`src/rtl/frx_pkg.sv`:
```
// Package for the file-register instruction execution block.
// Assumes a 14-bit instruction word fed one per instruction cycle.
package frx_pkg;

   // ****************************************
   // Widths and positions
   // ****************************************
   localparam int FRX_DATA_W = 8;
   localparam int FRX_ADDR_W = 7;
   localparam int FRX_PC_W = 15;
   localparam int FRX_LIT_BRANCH_W = 11;
   localparam int FRX_DEST_BIT = 7;
   localparam int FRX_LATCH_LO = 3; // Latch bits 6:3 feed PC 14:11
   localparam int FRX_LATCH_HI = 6;

   // ****************************************
   // Reset values and constants
   // ****************************************
   localparam logic [7:0] FRX_ZERO_BYTE = 8'h00;
   localparam logic [14:0] FRX_PC_RESET = 15'h0000;
   localparam logic [7:0] FRX_W_RESET = 8'h00;
   localparam logic [6:0] FRX_FILE_COUNT = 7'h7f; // Highest file address 127

   // ****************************************
   // Opcode patterns (14-bit word)
   // ****************************************
   localparam logic [13:0] FRX_OP_CLEAR_FILE = 14'h0180; // 00 0001 1fff ffff
   localparam logic [13:0] FRX_OP_CLEAR_ACCUM = 14'h0100; // 00 0001 0xxx xxxx
   localparam logic [5:0] FRX_OP_DEC = 6'h03; // 00 0011 dfff ffff
   localparam logic [5:0] FRX_OP_DEC_SKIP = 6'h0b; // 00 1011 dfff ffff
   localparam logic [5:0] FRX_OP_INC_SKIP = 6'h0f; // 00 1111 dfff ffff
   localparam logic [2:0] FRX_OP_BRANCH = 3'h5; // 10 1kkk kkkk kkkk
   localparam logic [5:0] FRX_OP_OR_LIT = 6'h38; // 11 1000 kkkk kkkk

   typedef enum logic [7:0] {
      FRX_I_NONE = 8'h01,
      FRX_I_CLR_FILE = 8'h02,
      FRX_I_CLRA = 8'h04,
      FRX_I_DEC = 8'h08,
      FRX_I_DSKP = 8'h10,
      FRX_I_ISKP = 8'h20,
      FRX_I_BRAN = 8'h40,
      FRX_I_ORL = 8'h80
   } frx_instr_t;

   // Execution state: run, or flush one fetched word
   typedef enum logic [1:0] {
      FRX_S_RUN = 2'b01,
      FRX_S_FLUSH = 2'b10
   } frx_state_t;

   // Write to the file memory
   typedef struct packed {
      logic en;
      logic [6:0] addr;
      logic [7:0] data;
   } frx_file_wr_t;

endpackage : frx_pkg

```
`src/rtl/frx_decode.sv`:
```
// Decoder of the 14-bit instruction word into the executed subset.
// Assumes the word is valid in the cycle it is presented.
`timescale 1ns/1ps
module frx_decode
   import frx_pkg::*;
(
   input wire logic [13:0] instr,
   output frx_instr_t kind
);

   // Unknown words decode to none and leave all state alone except the PC, which still advances
   always_comb begin
      kind = FRX_I_NONE;
      if ((instr & 14'h3f80) == FRX_OP_CLEAR_FILE) begin
         kind = FRX_I_CLR_FILE;
      end else if ((instr & 14'h3f80) == FRX_OP_CLEAR_ACCUM) begin
         kind = FRX_I_CLRA;
      end else if (instr[13:8] == FRX_OP_DEC) begin
         kind = FRX_I_DEC;
      end else if (instr[13:8] == FRX_OP_DEC_SKIP) begin
         kind = FRX_I_DSKP;
      end else if (instr[13:8] == FRX_OP_INC_SKIP) begin
         kind = FRX_I_ISKP;
      end else if (instr[13:11] == FRX_OP_BRANCH) begin
         kind = FRX_I_BRAN;
      end else if (instr[13:8] == FRX_OP_OR_LIT) begin
         kind = FRX_I_ORL;
      end
   end

endmodule : frx_decode

```
`src/rtl/frx_exec.sv`:
```
// Execution core for clear, decrement, increment-skip, OR literal and branch.
// Assumes one instruction word per clock, and that the file memory returns
// file_rd_data combinationally for file_rd_addr.
// Functional notes
// - Clear-file writes zero to the 7-bit addressed register and sets zero flag.
// - Clear-accumulator loads zero into working register and sets zero flag.
// - Decrement-file subtracts one; destination bit picks working or file register.
// - Decrement-skip keeps flags; zero result replaces next instruction by a no-op.
// - Increment-skip keeps flags; zero result discards next instruction as no-op.
// - Branch loads 11-bit literal into PC 10:0, latch bits 6:3 into PC 14:11.
// - OR-literal ORs 8-bit literal into working register and updates zero flag.
// - Destination bit is one bit: 0 working register, 1 file register.
`timescale 1ns/1ps
module frx_exec
   import frx_pkg::*;
(
   input wire logic clk,
   input wire logic sys_rst,
   input wire logic [13:0] instr,
   input wire logic [7:0] program_counter_high_latch,
   input wire logic [7:0] file_rd_data,
   output logic [6:0] file_rd_addr,
   output frx_file_wr_t file_wr,
   output logic [7:0] accum,
   output logic zero_flag,
   output logic [14:0] pc,
   output logic flush
);

   // ****************************************
   // Helpers
   // ****************************************
   function automatic logic is_zero(input logic [7:0] v);
      return v == FRX_ZERO_BYTE;
   endfunction : is_zero

   frx_instr_t kind;
   frx_state_t state_reg, state_next;
   logic [7:0] accum_reg, accum_next;
   logic zero_reg, zero_next;
   logic [14:0] pc_reg, pc_next;
   frx_file_wr_t wr_reg, wr_next;
   logic [7:0] result;
   logic [7:0] operand;
   logic dest_file;
   logic executing;

   frx_decode u_decode (
      .instr(instr),
      .kind(kind)
   );

   // ****************************************
   // Datapath
   // ****************************************
   assign file_rd_addr = instr[FRX_ADDR_W-1:0];
   assign dest_file = instr[FRX_DEST_BIT];
   assign executing = (state_reg == FRX_S_RUN);

   // The file write lands one edge after the writing instruction; forward it so
   // a back-to-back instruction on the same register sees the new value
   assign operand = (wr_reg.en && (wr_reg.addr == file_rd_addr)) ?
      wr_reg.data : file_rd_data;

   // Arithmetic result shared by the decrement, skip and OR-literal forms
   always_comb begin
      unique case (kind)
         FRX_I_DEC, FRX_I_DSKP: result = operand - 8'h01;
         FRX_I_ISKP: result = operand + 8'h01;
         FRX_I_ORL: result = accum_reg | instr[7:0];
         default: result = FRX_ZERO_BYTE;
      endcase
   end

   // Next state; a flushed slot executes nothing but still advances the PC
   always_comb begin
      state_next = FRX_S_RUN;
      accum_next = accum_reg;
      zero_next = zero_reg;
      pc_next = pc_reg + 15'h0001;
      wr_next = '0;
      if (executing) begin
         unique case (kind)
            FRX_I_CLR_FILE: begin
               wr_next = '{en: 1'b1, addr: file_rd_addr, data: FRX_ZERO_BYTE};
               zero_next = 1'b1;
            end
            FRX_I_CLRA: begin
               accum_next = FRX_ZERO_BYTE;
               zero_next = 1'b1;
            end
            FRX_I_DEC: begin
               zero_next = is_zero(result);
               if (dest_file) begin
                  wr_next = '{en: 1'b1, addr: file_rd_addr, data: result};
               end else begin
                  accum_next = result;
               end
            end
            FRX_I_DSKP, FRX_I_ISKP: begin
               // Flags held on purpose; only the skip depends on the result
               if (dest_file) begin
                  wr_next = '{en: 1'b1, addr: file_rd_addr, data: result};
               end else begin
                  accum_next = result;
               end
               if (is_zero(result)) begin
                  state_next = FRX_S_FLUSH;
               end
            end
            FRX_I_BRAN: begin
               pc_next = {program_counter_high_latch[FRX_LATCH_HI:FRX_LATCH_LO],
                  instr[FRX_LIT_BRANCH_W-1:0]};
               state_next = FRX_S_FLUSH;
            end
            FRX_I_ORL: begin
               accum_next = result;
               zero_next = is_zero(result);
            end
            FRX_I_NONE: begin
               accum_next = accum_reg;
            end
         endcase
      end
   end

   // Registers
   always_ff @(posedge clk or posedge sys_rst) begin
      if (sys_rst) begin
         state_reg <= FRX_S_RUN;
         accum_reg <= FRX_W_RESET;
         zero_reg <= 1'b0;
         pc_reg <= FRX_PC_RESET;
         wr_reg <= '0;
      end else begin
         state_reg <= state_next;
         accum_reg <= accum_next;
         zero_reg <= zero_next;
         pc_reg <= pc_next;
         wr_reg <= wr_next;
      end
   end

   assign accum = accum_reg;
   assign zero_flag = zero_reg;
   assign pc = pc_reg;
   assign file_wr = wr_reg;
   assign flush = !executing;

   // ****************************************
   // Assertions
   // ****************************************
   property p_clear_file;
      @(posedge clk) disable iff (sys_rst)
      (executing && kind == FRX_I_CLR_FILE) |=>
         (file_wr.en && file_wr.data == 8'h00 && zero_flag
          && file_wr.addr == $past(file_rd_addr));
   endproperty
   a_clear_file: assert property (p_clear_file) else $error("clear file failed");

   property p_clra;
      @(posedge clk) disable iff (sys_rst)
      (executing && kind == FRX_I_CLRA) |=> (accum == 8'h00 && zero_flag && !file_wr.en);
   endproperty
   a_clra: assert property (p_clra) else $error("clear accum failed");

   property p_dec;
      @(posedge clk) disable iff (sys_rst)
      (executing && kind == FRX_I_DEC && !dest_file) |=>
         (accum == $past(operand) - 8'h01);
   endproperty
   a_dec: assert property (p_dec) else $error("decrement to accum wrong");

   property p_dskp;
      @(posedge clk) disable iff (sys_rst)
      (executing && kind == FRX_I_DSKP && operand == 8'h01) |=>
         ($stable(zero_flag) && flush) ##1 !flush;
   endproperty
   a_dskp: assert property (p_dskp) else $error("decrement skip wrong");

   property p_iskp;
      @(posedge clk) disable iff (sys_rst)
      (executing && kind == FRX_I_ISKP && dest_file) |=>
         (file_wr.data == $past(operand) + 8'h01 && $stable(zero_flag)
          && flush == ($past(operand) == 8'hff));
   endproperty
   a_iskp: assert property (p_iskp) else $error("increment skip wrong");

   property p_bran;
      @(posedge clk) disable iff (sys_rst)
      (executing && kind == FRX_I_BRAN) |=>
         (pc == {$past(program_counter_high_latch[6:3]), $past(instr[10:0])}) ##1
         (pc == $past(pc) + 15'h0001);
   endproperty
   a_bran: assert property (p_bran) else $error("branch target wrong");

   property p_orl;
      @(posedge clk) disable iff (sys_rst)
      (executing && kind == FRX_I_ORL) |=>
         (accum == ($past(accum) | $past(instr[7:0])) && zero_flag == (accum == 8'h00));
   endproperty
   a_orl: assert property (p_orl) else $error("or literal wrong");

   property p_dest;
      @(posedge clk) disable iff (sys_rst)
      (executing && kind == FRX_I_DEC && dest_file) |=> (file_wr.en && $stable(accum));
   endproperty
   a_dest: assert property (p_dest) else $error("destination select wrong");

   property p_flush;
      @(posedge clk) disable iff (sys_rst)
      (executing && kind == FRX_I_BRAN) |=> (flush && !file_wr.en) ##1 (!flush && $stable(accum));
   endproperty
   a_flush: assert property (p_flush) else $error("branch flush wrong");

   property p_skip_slot;
      @(posedge clk) disable iff (sys_rst)
      (!executing) |=>
         (!file_wr.en && $stable(accum) && $stable(zero_flag) && !flush);
   endproperty
   a_skip_slot: assert property (p_skip_slot) else $error("discarded slot acted");

   property p_dec_zero;
      @(posedge clk) disable iff (sys_rst)
      (executing && kind == FRX_I_DEC) |=> (zero_flag == ($past(operand) == 8'h01));
   endproperty
   a_dec_zero: assert property (p_dec_zero) else $error("decrement zero flag wrong");

endmodule : frx_exec

```
`config.mk`:
```
export PLATFORM = sky130hd
export DESIGN_NAME = frx_exec
export DESIGN_NICKNAME = d
export VERILOG_FILES = /design/src/rtl/frx_pkg.sv /design/src/rtl/frx_decode.sv /design/src/rtl/frx_exec.sv
export SDC_FILE = /design/constraint.sdc
export NUM_CORES = 1
export LEC_CHECK = 0
export BUFFER_PORTS_ARGS = -buffer_cell sky130_fd_sc_hd__buf_2
export CORE_MARGIN = 5
export CORE_UTILIZATION = 50
export CTS_BUF_LIST = sky130_fd_sc_hd__clkbuf_4 sky130_fd_sc_hd__clkbuf_8
export CTS_CLUSTER_SIZE = 8
export DETAILED_ROUTE_END_ITERATION = 8
export GPL_TIMING_DRIVEN = 0
export PLACE_DENSITY = 0.8
export SLEW_MARGIN = 10
export SYNTH_ARGS = -nofsm -noshare
export SYNTH_HDL_FRONTEND = slang
export SYNTH_SLANG_ARGS = --single-unit
```
`constraint.sdc`:
```
create_clock -name clk -period 4 [get_ports clk]
set_clock_uncertainty 0.1 [all_clocks]
set_input_delay 0.6 -clock clk [delete_from_list [all_inputs] [get_ports clk]]
set_output_delay 0.6 -clock clk [all_outputs]
set_load 0.005 [all_outputs]
```
==> flow_summary_export.csv, run 1 <==
group,metric,value,unit
final_layout,nNetsFinal,382,
critical_path,crit_arrival,3850,ps
clock_tree,cts.clk_slew.worst_paths,80,ps
worst_hold_path,hp-class,"primary input to asynchronous set/reset pin",
pwr,power_density,376,mW/mm²
timing,min_period,3710,ps
pwr,p_leak,1.43,nW
yosys,synth_cells,260,
pwr,peakVddDrop,0.216,mV
critical_path,end_kind,"flip-flop",
detailed_routing,antenna_left,0,
yosys,yosys.area.top_type,"dfrtp_1",
yosys,synth-edff-count,0,
final_layout,largest_register_ffs,16,
run,maxCapViolCount,0,
grt,grt_overflow_total,0,
critical_path,critPathMaxFanout,6,
yosys,synth_top_flop_cell,"dfrtp_1",
final_layout,antenna_cells,0,
grt,first_global_vias,2253,
yosys,seq_area_frac_synth,43.3,%
detailed_routing,drc,0,
yosys,syn_avg_cell_area,9.35,µm²
final_layout,area_growth,23.9,%
yosys,ys_top_cells_by_area,"dfrtp_1, xnor2_1, nor2_1",
floorplanning,core,0.00472,mm²
yosys,synth_common_cells,"dfrtp_1, nor2_1, nand2_1, o21ai_0, xnor2_1",
timing,max_freq,0.269,GHz
yosys,synth_top_area_share,42.2,%
yosys,synth_cell_type_count,46,
detailed_routing,vias,2192,
clock_tree,clock-root-buffer,"clkbuf_8",
floorplanning,fp.dieH,79.7,µm
floorplanning,dieWidth,79.7,µm
outcome,status,"completed",
timing,hold_slack,226,ps
pwr,p_sw,0.000355,W
detailed_routing,dr.pass1.iters,4,
grt,grt_pass1_wl,10600,µm
timing,fin_crit_sh,92.8,%
pwr,combPwrFrac,25.7,%
timing,maxSlewViolCount,0,
timing,worstMarginPinSlew,500,ps
grt,grt_max_degree,23,
final_layout,regArea,0.00105,mm²
critical_path,setup.worst_path.class,"primary input to flip-flop",
detailed_routing,wl,6320,µm
floorplanning,dieArea,0.00636,mm²
yosys,yosys_warnings,0,
floorplanning,initial_core_util,51.5,%
clock_tree,cts.path.max_buffers,2,
timing,max_slew_margin,66.6,%
detailed_routing,drtIter0Drc,165,
yosys,yosysMostFrequentCell,"dfrtp_1",
placed_design,port_buffers,74,
detailed_routing,avgRoutedWirePerCell,15.4,µm
final_layout,nFillCells,395,
timing,setup_viol,0,
yosys,ys_async_sr_fraction,100,%
clock_tree,cts_hold_buf,0,
pwr,swShare,31.3,%
yosys,synthesis.area,0.00243,mm²
detailed_routing,vias_per_cell,5.35,
final_layout,drive_gt1_share,34.1,%
clock_tree,numCtsBuffers,5,
floorplanning,row_count,25,
yosys,ys_seq_elements,42,
critical_path,crit_required,4130,ps
grt,antenna_found_initial,0,
placed_design,hpwl,4810,µm
grt,grtUsageTotal,21.3,%
yosys,syn-num-nets,300,
placed_design,gp_congestion,0.834,
critical_path,crit_path_start_kind,"primary input",
pwr,p_clk_share,25.4,%
clock_tree,cts_sinks,42,
clock_tree,htreeDepth,2,
final_layout,finish.utilization,63.8,%
timing,hold_viol,0,
timing,rsz0062_at_grt,"false",
pwr,internal_power,0.000778,W
clock_tree,insertion_delay,290,ps
pwr,seqPwrFrac,48.9,%
clock_tree,cts_tree,"yes",
floorplanning,ioPinCount,80,
final_layout,multi_input_area,0.00127,mm²
==> logic make-up after synthesis <==
kind of cell,synth area share (%)
flip-flops,43.3
XOR/XNOR,9.37
adder cells (fa/ha/maj),4.43
AND/OR/NAND/NOR,19.9
AO/OA/AOI/OAI,13.7
multiplexers,4.48
buffers and inverters,4.84
==> layout make-up <==
class	instances	share of cell area, %
Clock buffer	8	3.03
Inverter	9	1.12
Timing Repair Buffer	75	13.2
Multi-Input combinational cell	195	42.1
Sequential cell	42	34.9
Buffer	14	2.78
Tap cell	67	2.78
==> path summary, 6_finish.rpt <==
check | from | to | slack, ps | cells past startpoint
max | instr[0] | state_reg[1] | 290 | 14
min | sys_rst | pc[2] | 230 | 2
max reg2reg | file_wr[13] | state_reg[1] | 320 | 13
min reg2reg | accum[4] | accum[4] | 410 | 2
max in group asynchronous | sys_rst | state_reg[0] | 3020 | 3
min in group clk | accum[4] | accum[4] | 410 | 2
==> power by group through the flow <==
stage                     Sequential [W]  Combinational [W]  Clock [W]
final                           0.000555           0.000291   0.000287
after global routing            0.000566           0.000326   0.000306
after CTS                       0.000554           0.000294   0.000291
after detailed placement        0.000562           0.000291          0
after global placement          0.000561           0.000277          0
after floorplan                 0.000560           0.000161          0
==> layer usage <==
metal / share of wire [%] / global-route usage [%] / wire length [µm] / up-vias
met2: 50 / 35.0 / 3130 / 70
met1: 43 / 27.9 / 2700 / 1048
met4: 1.8 / 6.59 / 114 / 0
met5: 0 / 0 / 0 / -
met3: 5.9 / 5.19 / 373 / 17
li1: - / - / - / 1057
==> metrics by stage <==
stage / total power, W / setup WS, ps / area [µm²] / TNS, ps / cells
floorplan: 0.000721 / 468 / 2430 / 0 / 260
global placement: 0.000838 / -154 / 2890 / -290 / 401
detailed placement: 0.000853 / -183 / 2910 / -343 / 402
CTS: 0.00114 / 125 / 3000 / 0 / 410
global route: 0.00120 / 29.9 / 3010 / 0 / 410
finish: 0.00113 / 288 / 3010 / 0 / 410
==> critical path, cell delays in order <==
cell and delay, ps:
buf_2 130, xnor2_1 180, nand4_1 250, nor2_4 300, mux2_2 360, ha_1 330, nor2b_4 160, o2111a_1 240
a211oi_2 210, xnor2_1 110, a21oi_2 210, nand3_2 130, a2111oi_2 410, a31o_1 200
==> placed cells by master, fill, tap and decap left out, drive strengths merged, types with 3 or more instances in the layout <==
cell	count
a31oi	3
and3	4
mux2i	3
a21oi	10
mux2	7
ha	7
o21ai	23
nand4	5
xor2	6
nor3	5
dfrtp	41
clkbuf	11
nand3	11
xnor2	20
nor2	33
nand2	28
buf	86
inv	9
and2	6
==> repair_timing <==
| action | 4_1_cts | 5_1_grt |
|---|---|---|
| endpoints found under the setup margin | 0 | 2 |
| resized for setup | 0 | 2 |
| endpoints found under the hold margin | 0 | 0 |
| setup buffers | 0 | 0 |
Note: power is estimated with default switching activity, not from simulation.
==> run 2, diff against run 1 <==
- CORE_UTILIZATION: 50 -> 45
- PLACE_DENSITY: 0.8 -> 0.73
==> run 2 against run 1 <==
Net effect: first-iteration DRC count fell by 37%; setup slack improved by 1.3 ps; hold slack got worse by 160 ps; core utilization fell by 5.5 points; sequential cell count did not move; sequential share of layout area did not move; die area rose by 9.7%; combinational power fell by 2%; critical path depth did not move; maximum frequency barely moved; highest routed layer unchanged.
==> flow_summary_export.csv, run 2 (synthesis results as in run 1) <==
group,metric,value,unit
timing,hold_slack,62.5,ps
placed_design,gp_congestion,0.851,
floorplanning,dieArea,0.00697,mm²
grt,grt_overflow_total,0,
clock_tree,cts.path.max_buffers,2,
final_layout,drive_gt1_share,34.1,%
final_layout,final_common_cell,"buf_2",
placed_design,dp_cells,405,
timing,fin_crit_sh,92.8,%
pwr,power_density,376,mW/mm²
final_layout,largest_register_ffs,16,
critical_path,crit_path_start_kind,"primary input",
pwr,p_leak,1.43,nW
clock_tree,cts_sinks,42,
pwr,finalPower,0.00113,W
floorplanning,row_count,26,
final_layout,area_growth,23.9,%
clock_tree,cts_setup_buffers,0,
final_layout,finish.utilization,58.2,%
detailed_routing,drtIter0Drc,104,
grt,grt_pass1_wl,10500,µm
detailed_routing,drc,0,
detailed_routing,vias,2137,
worst_hold_path,hp-class,"primary input to asynchronous set/reset pin",
timing,rsz0062_at_grt,"false",
critical_path,path_cells,"buf_2 -> xnor2_1 -> nand4_1 -> nor2_4 -> mux2_2 -> ha_1 -> nor2b_4 -> o2111a_1 -> a211oi_2 -> xnor2_1 -> a21oi_2 -> nand3_2 -> a2111oi_2 -> a31o_1",
grt,grtUsageTotal,18.4,%
critical_path,crit_required,4140,ps
timing,min_period,3710,ps
critical_path,setup.worst_path.class,"primary input to flip-flop",
clock_tree,cts.clk_slew.worst_paths,80,ps
timing,worstMarginPinSlew,432,ps
grt,first_global_vias,2142,
detailed_routing,dr.pass1.iters,4,
floorplanning,core,0.00517,mm²
run,maxCapViolCount,0,
grt,grt_max_degree,40,
timing,maxSlewViolCount,0,
outcome,status,"completed",
final_layout,nNetsFinal,382,
clock_tree,numCtsBuffers,5,
placed_design,dpl_worst_slack,-224,ps
critical_path,critPathMaxFanout,6,
timing,setup_viol,0,
clock_tree,insertion_delay,290,ps
timing,hold_viol,0,
timing,max_slew_margin,71.2,%
detailed_routing,avgRoutedWirePerCell,15.1,µm
critical_path,end_kind,"flip-flop",
critical_path,crit_arrival,3850,ps
critical_path,slowest_delay,400,ps
final_layout,final_cell_mix,"buf_2, dfrtp_1, nor2_1",
placed_design,hpwl,4840,µm
timing,max_freq,0.270,GHz
clock_tree,htreeDepth,2,
floorplanning,fp.dieH,83.5,µm
detailed_routing,wl,6240,µm
grt,antenna_found_initial,0,
clock_tree,clock-root-buffer,"clkbuf_8",
floorplanning,dieWidth,83.5,µm
floorplanning,initial_core_util,47.0,%
placed_design,port_buffers,74,
final_layout,antenna_cells,0,
detailed_routing,antenna_left,0,
final_layout,final_cells,413,
pwr,peakVddDrop,0.238,mV
critical_path,worst_path_max_delay_cell,"a2111oi_2",
detailed_routing,vias_per_cell,5.17,
timing,setup_slack,290,ps
floorplanning,ioPinCount,80,
critical_path,crit_top_cell,"xnor2_1",
clock_tree,cts_tree,"yes",
run 2: cell types whose count changed in the layout (fill, tap and decap cells not counted):
cell      delta
clkinv_2     +1
buf_12       +1
clkbuf_4     -2
clkbuf_8     +1
buf_16       -1
run 2: path summary, 6_finish.rpt:
check	endpoint	slack (ps)	cells past startpoint	from
max in group asynchronous	state_reg[0]	3270	3	sys_rst
setup / recovery	state_reg[1]	290	14	instr[6]
hold / removal	pc[11]	60	2	sys_rst
hold reg to reg	accum[4]	420	2	accum[4]
min in group clk	pc[13]	400	3	program_counter_high_latch[5]
setup reg to reg	state_reg[1]	320	13	file_wr[13]
run 2: where the power goes:
part	internal (W)	leakage, nW	switching, W	total [W]
Sequential	0.000487	0.549	0.0000708	0.000557
Combinational	0.000146	0.832	0.000140	0.000286
Clock	0.000146	0.0517	0.000143	0.000289
Total	0.000779	1.43	0.000354	0.00113
run 2: through the flow:
stage / setup TNS [ps] / instance area (µm²)
6_report: 0 / 3010
5_1_grt: 0 / 3010
4_1_cts: 0 / 3000
3_5_place_dp: -426 / 2910
3_3_place_gp: -357 / 2890
2_1_floorplan: 0 / 2430
run 2: worst max-delay path: cells and delay by family:
kind / cells / cell delay [ps]
buf+inv: 1 / 140
mux: 1 / 360
xor+xnor: 2 / 270
compound gates: 5 / 1250
fa+ha+maj: 1 / 340
simple gates: 4 / 880
run 2: layout make-up:
type / count / area, µm²
timing repair buffer: 75 / 390
fill: 468 / 2160
clock buffer: 7 / 90.1
sequential: 42 / 1050
buffer: 14 / 83.8
clock inverter: 1 / 5.00
multi-input combinational: 195 / 1270
tap: 70 / 87.6
inverter: 9 / 33.8
run 2: timing repair:
item,4_1_cts,5_1_grt
resized for setup,0,2
hold buffers,0,0
setup endpoints to repair,0,2
run 2: metal layers:
metal / up-vias / GRT usage [%] / share of wire (%)
met5: - / 0 / 0
met1: 1022 / 23.5 / 45
li1: 1056 / - / -
met4: 0 / 5.26 / 1.1
met2: 52 / 31.0 / 49
met3: 7 / 4.34 / 4.6
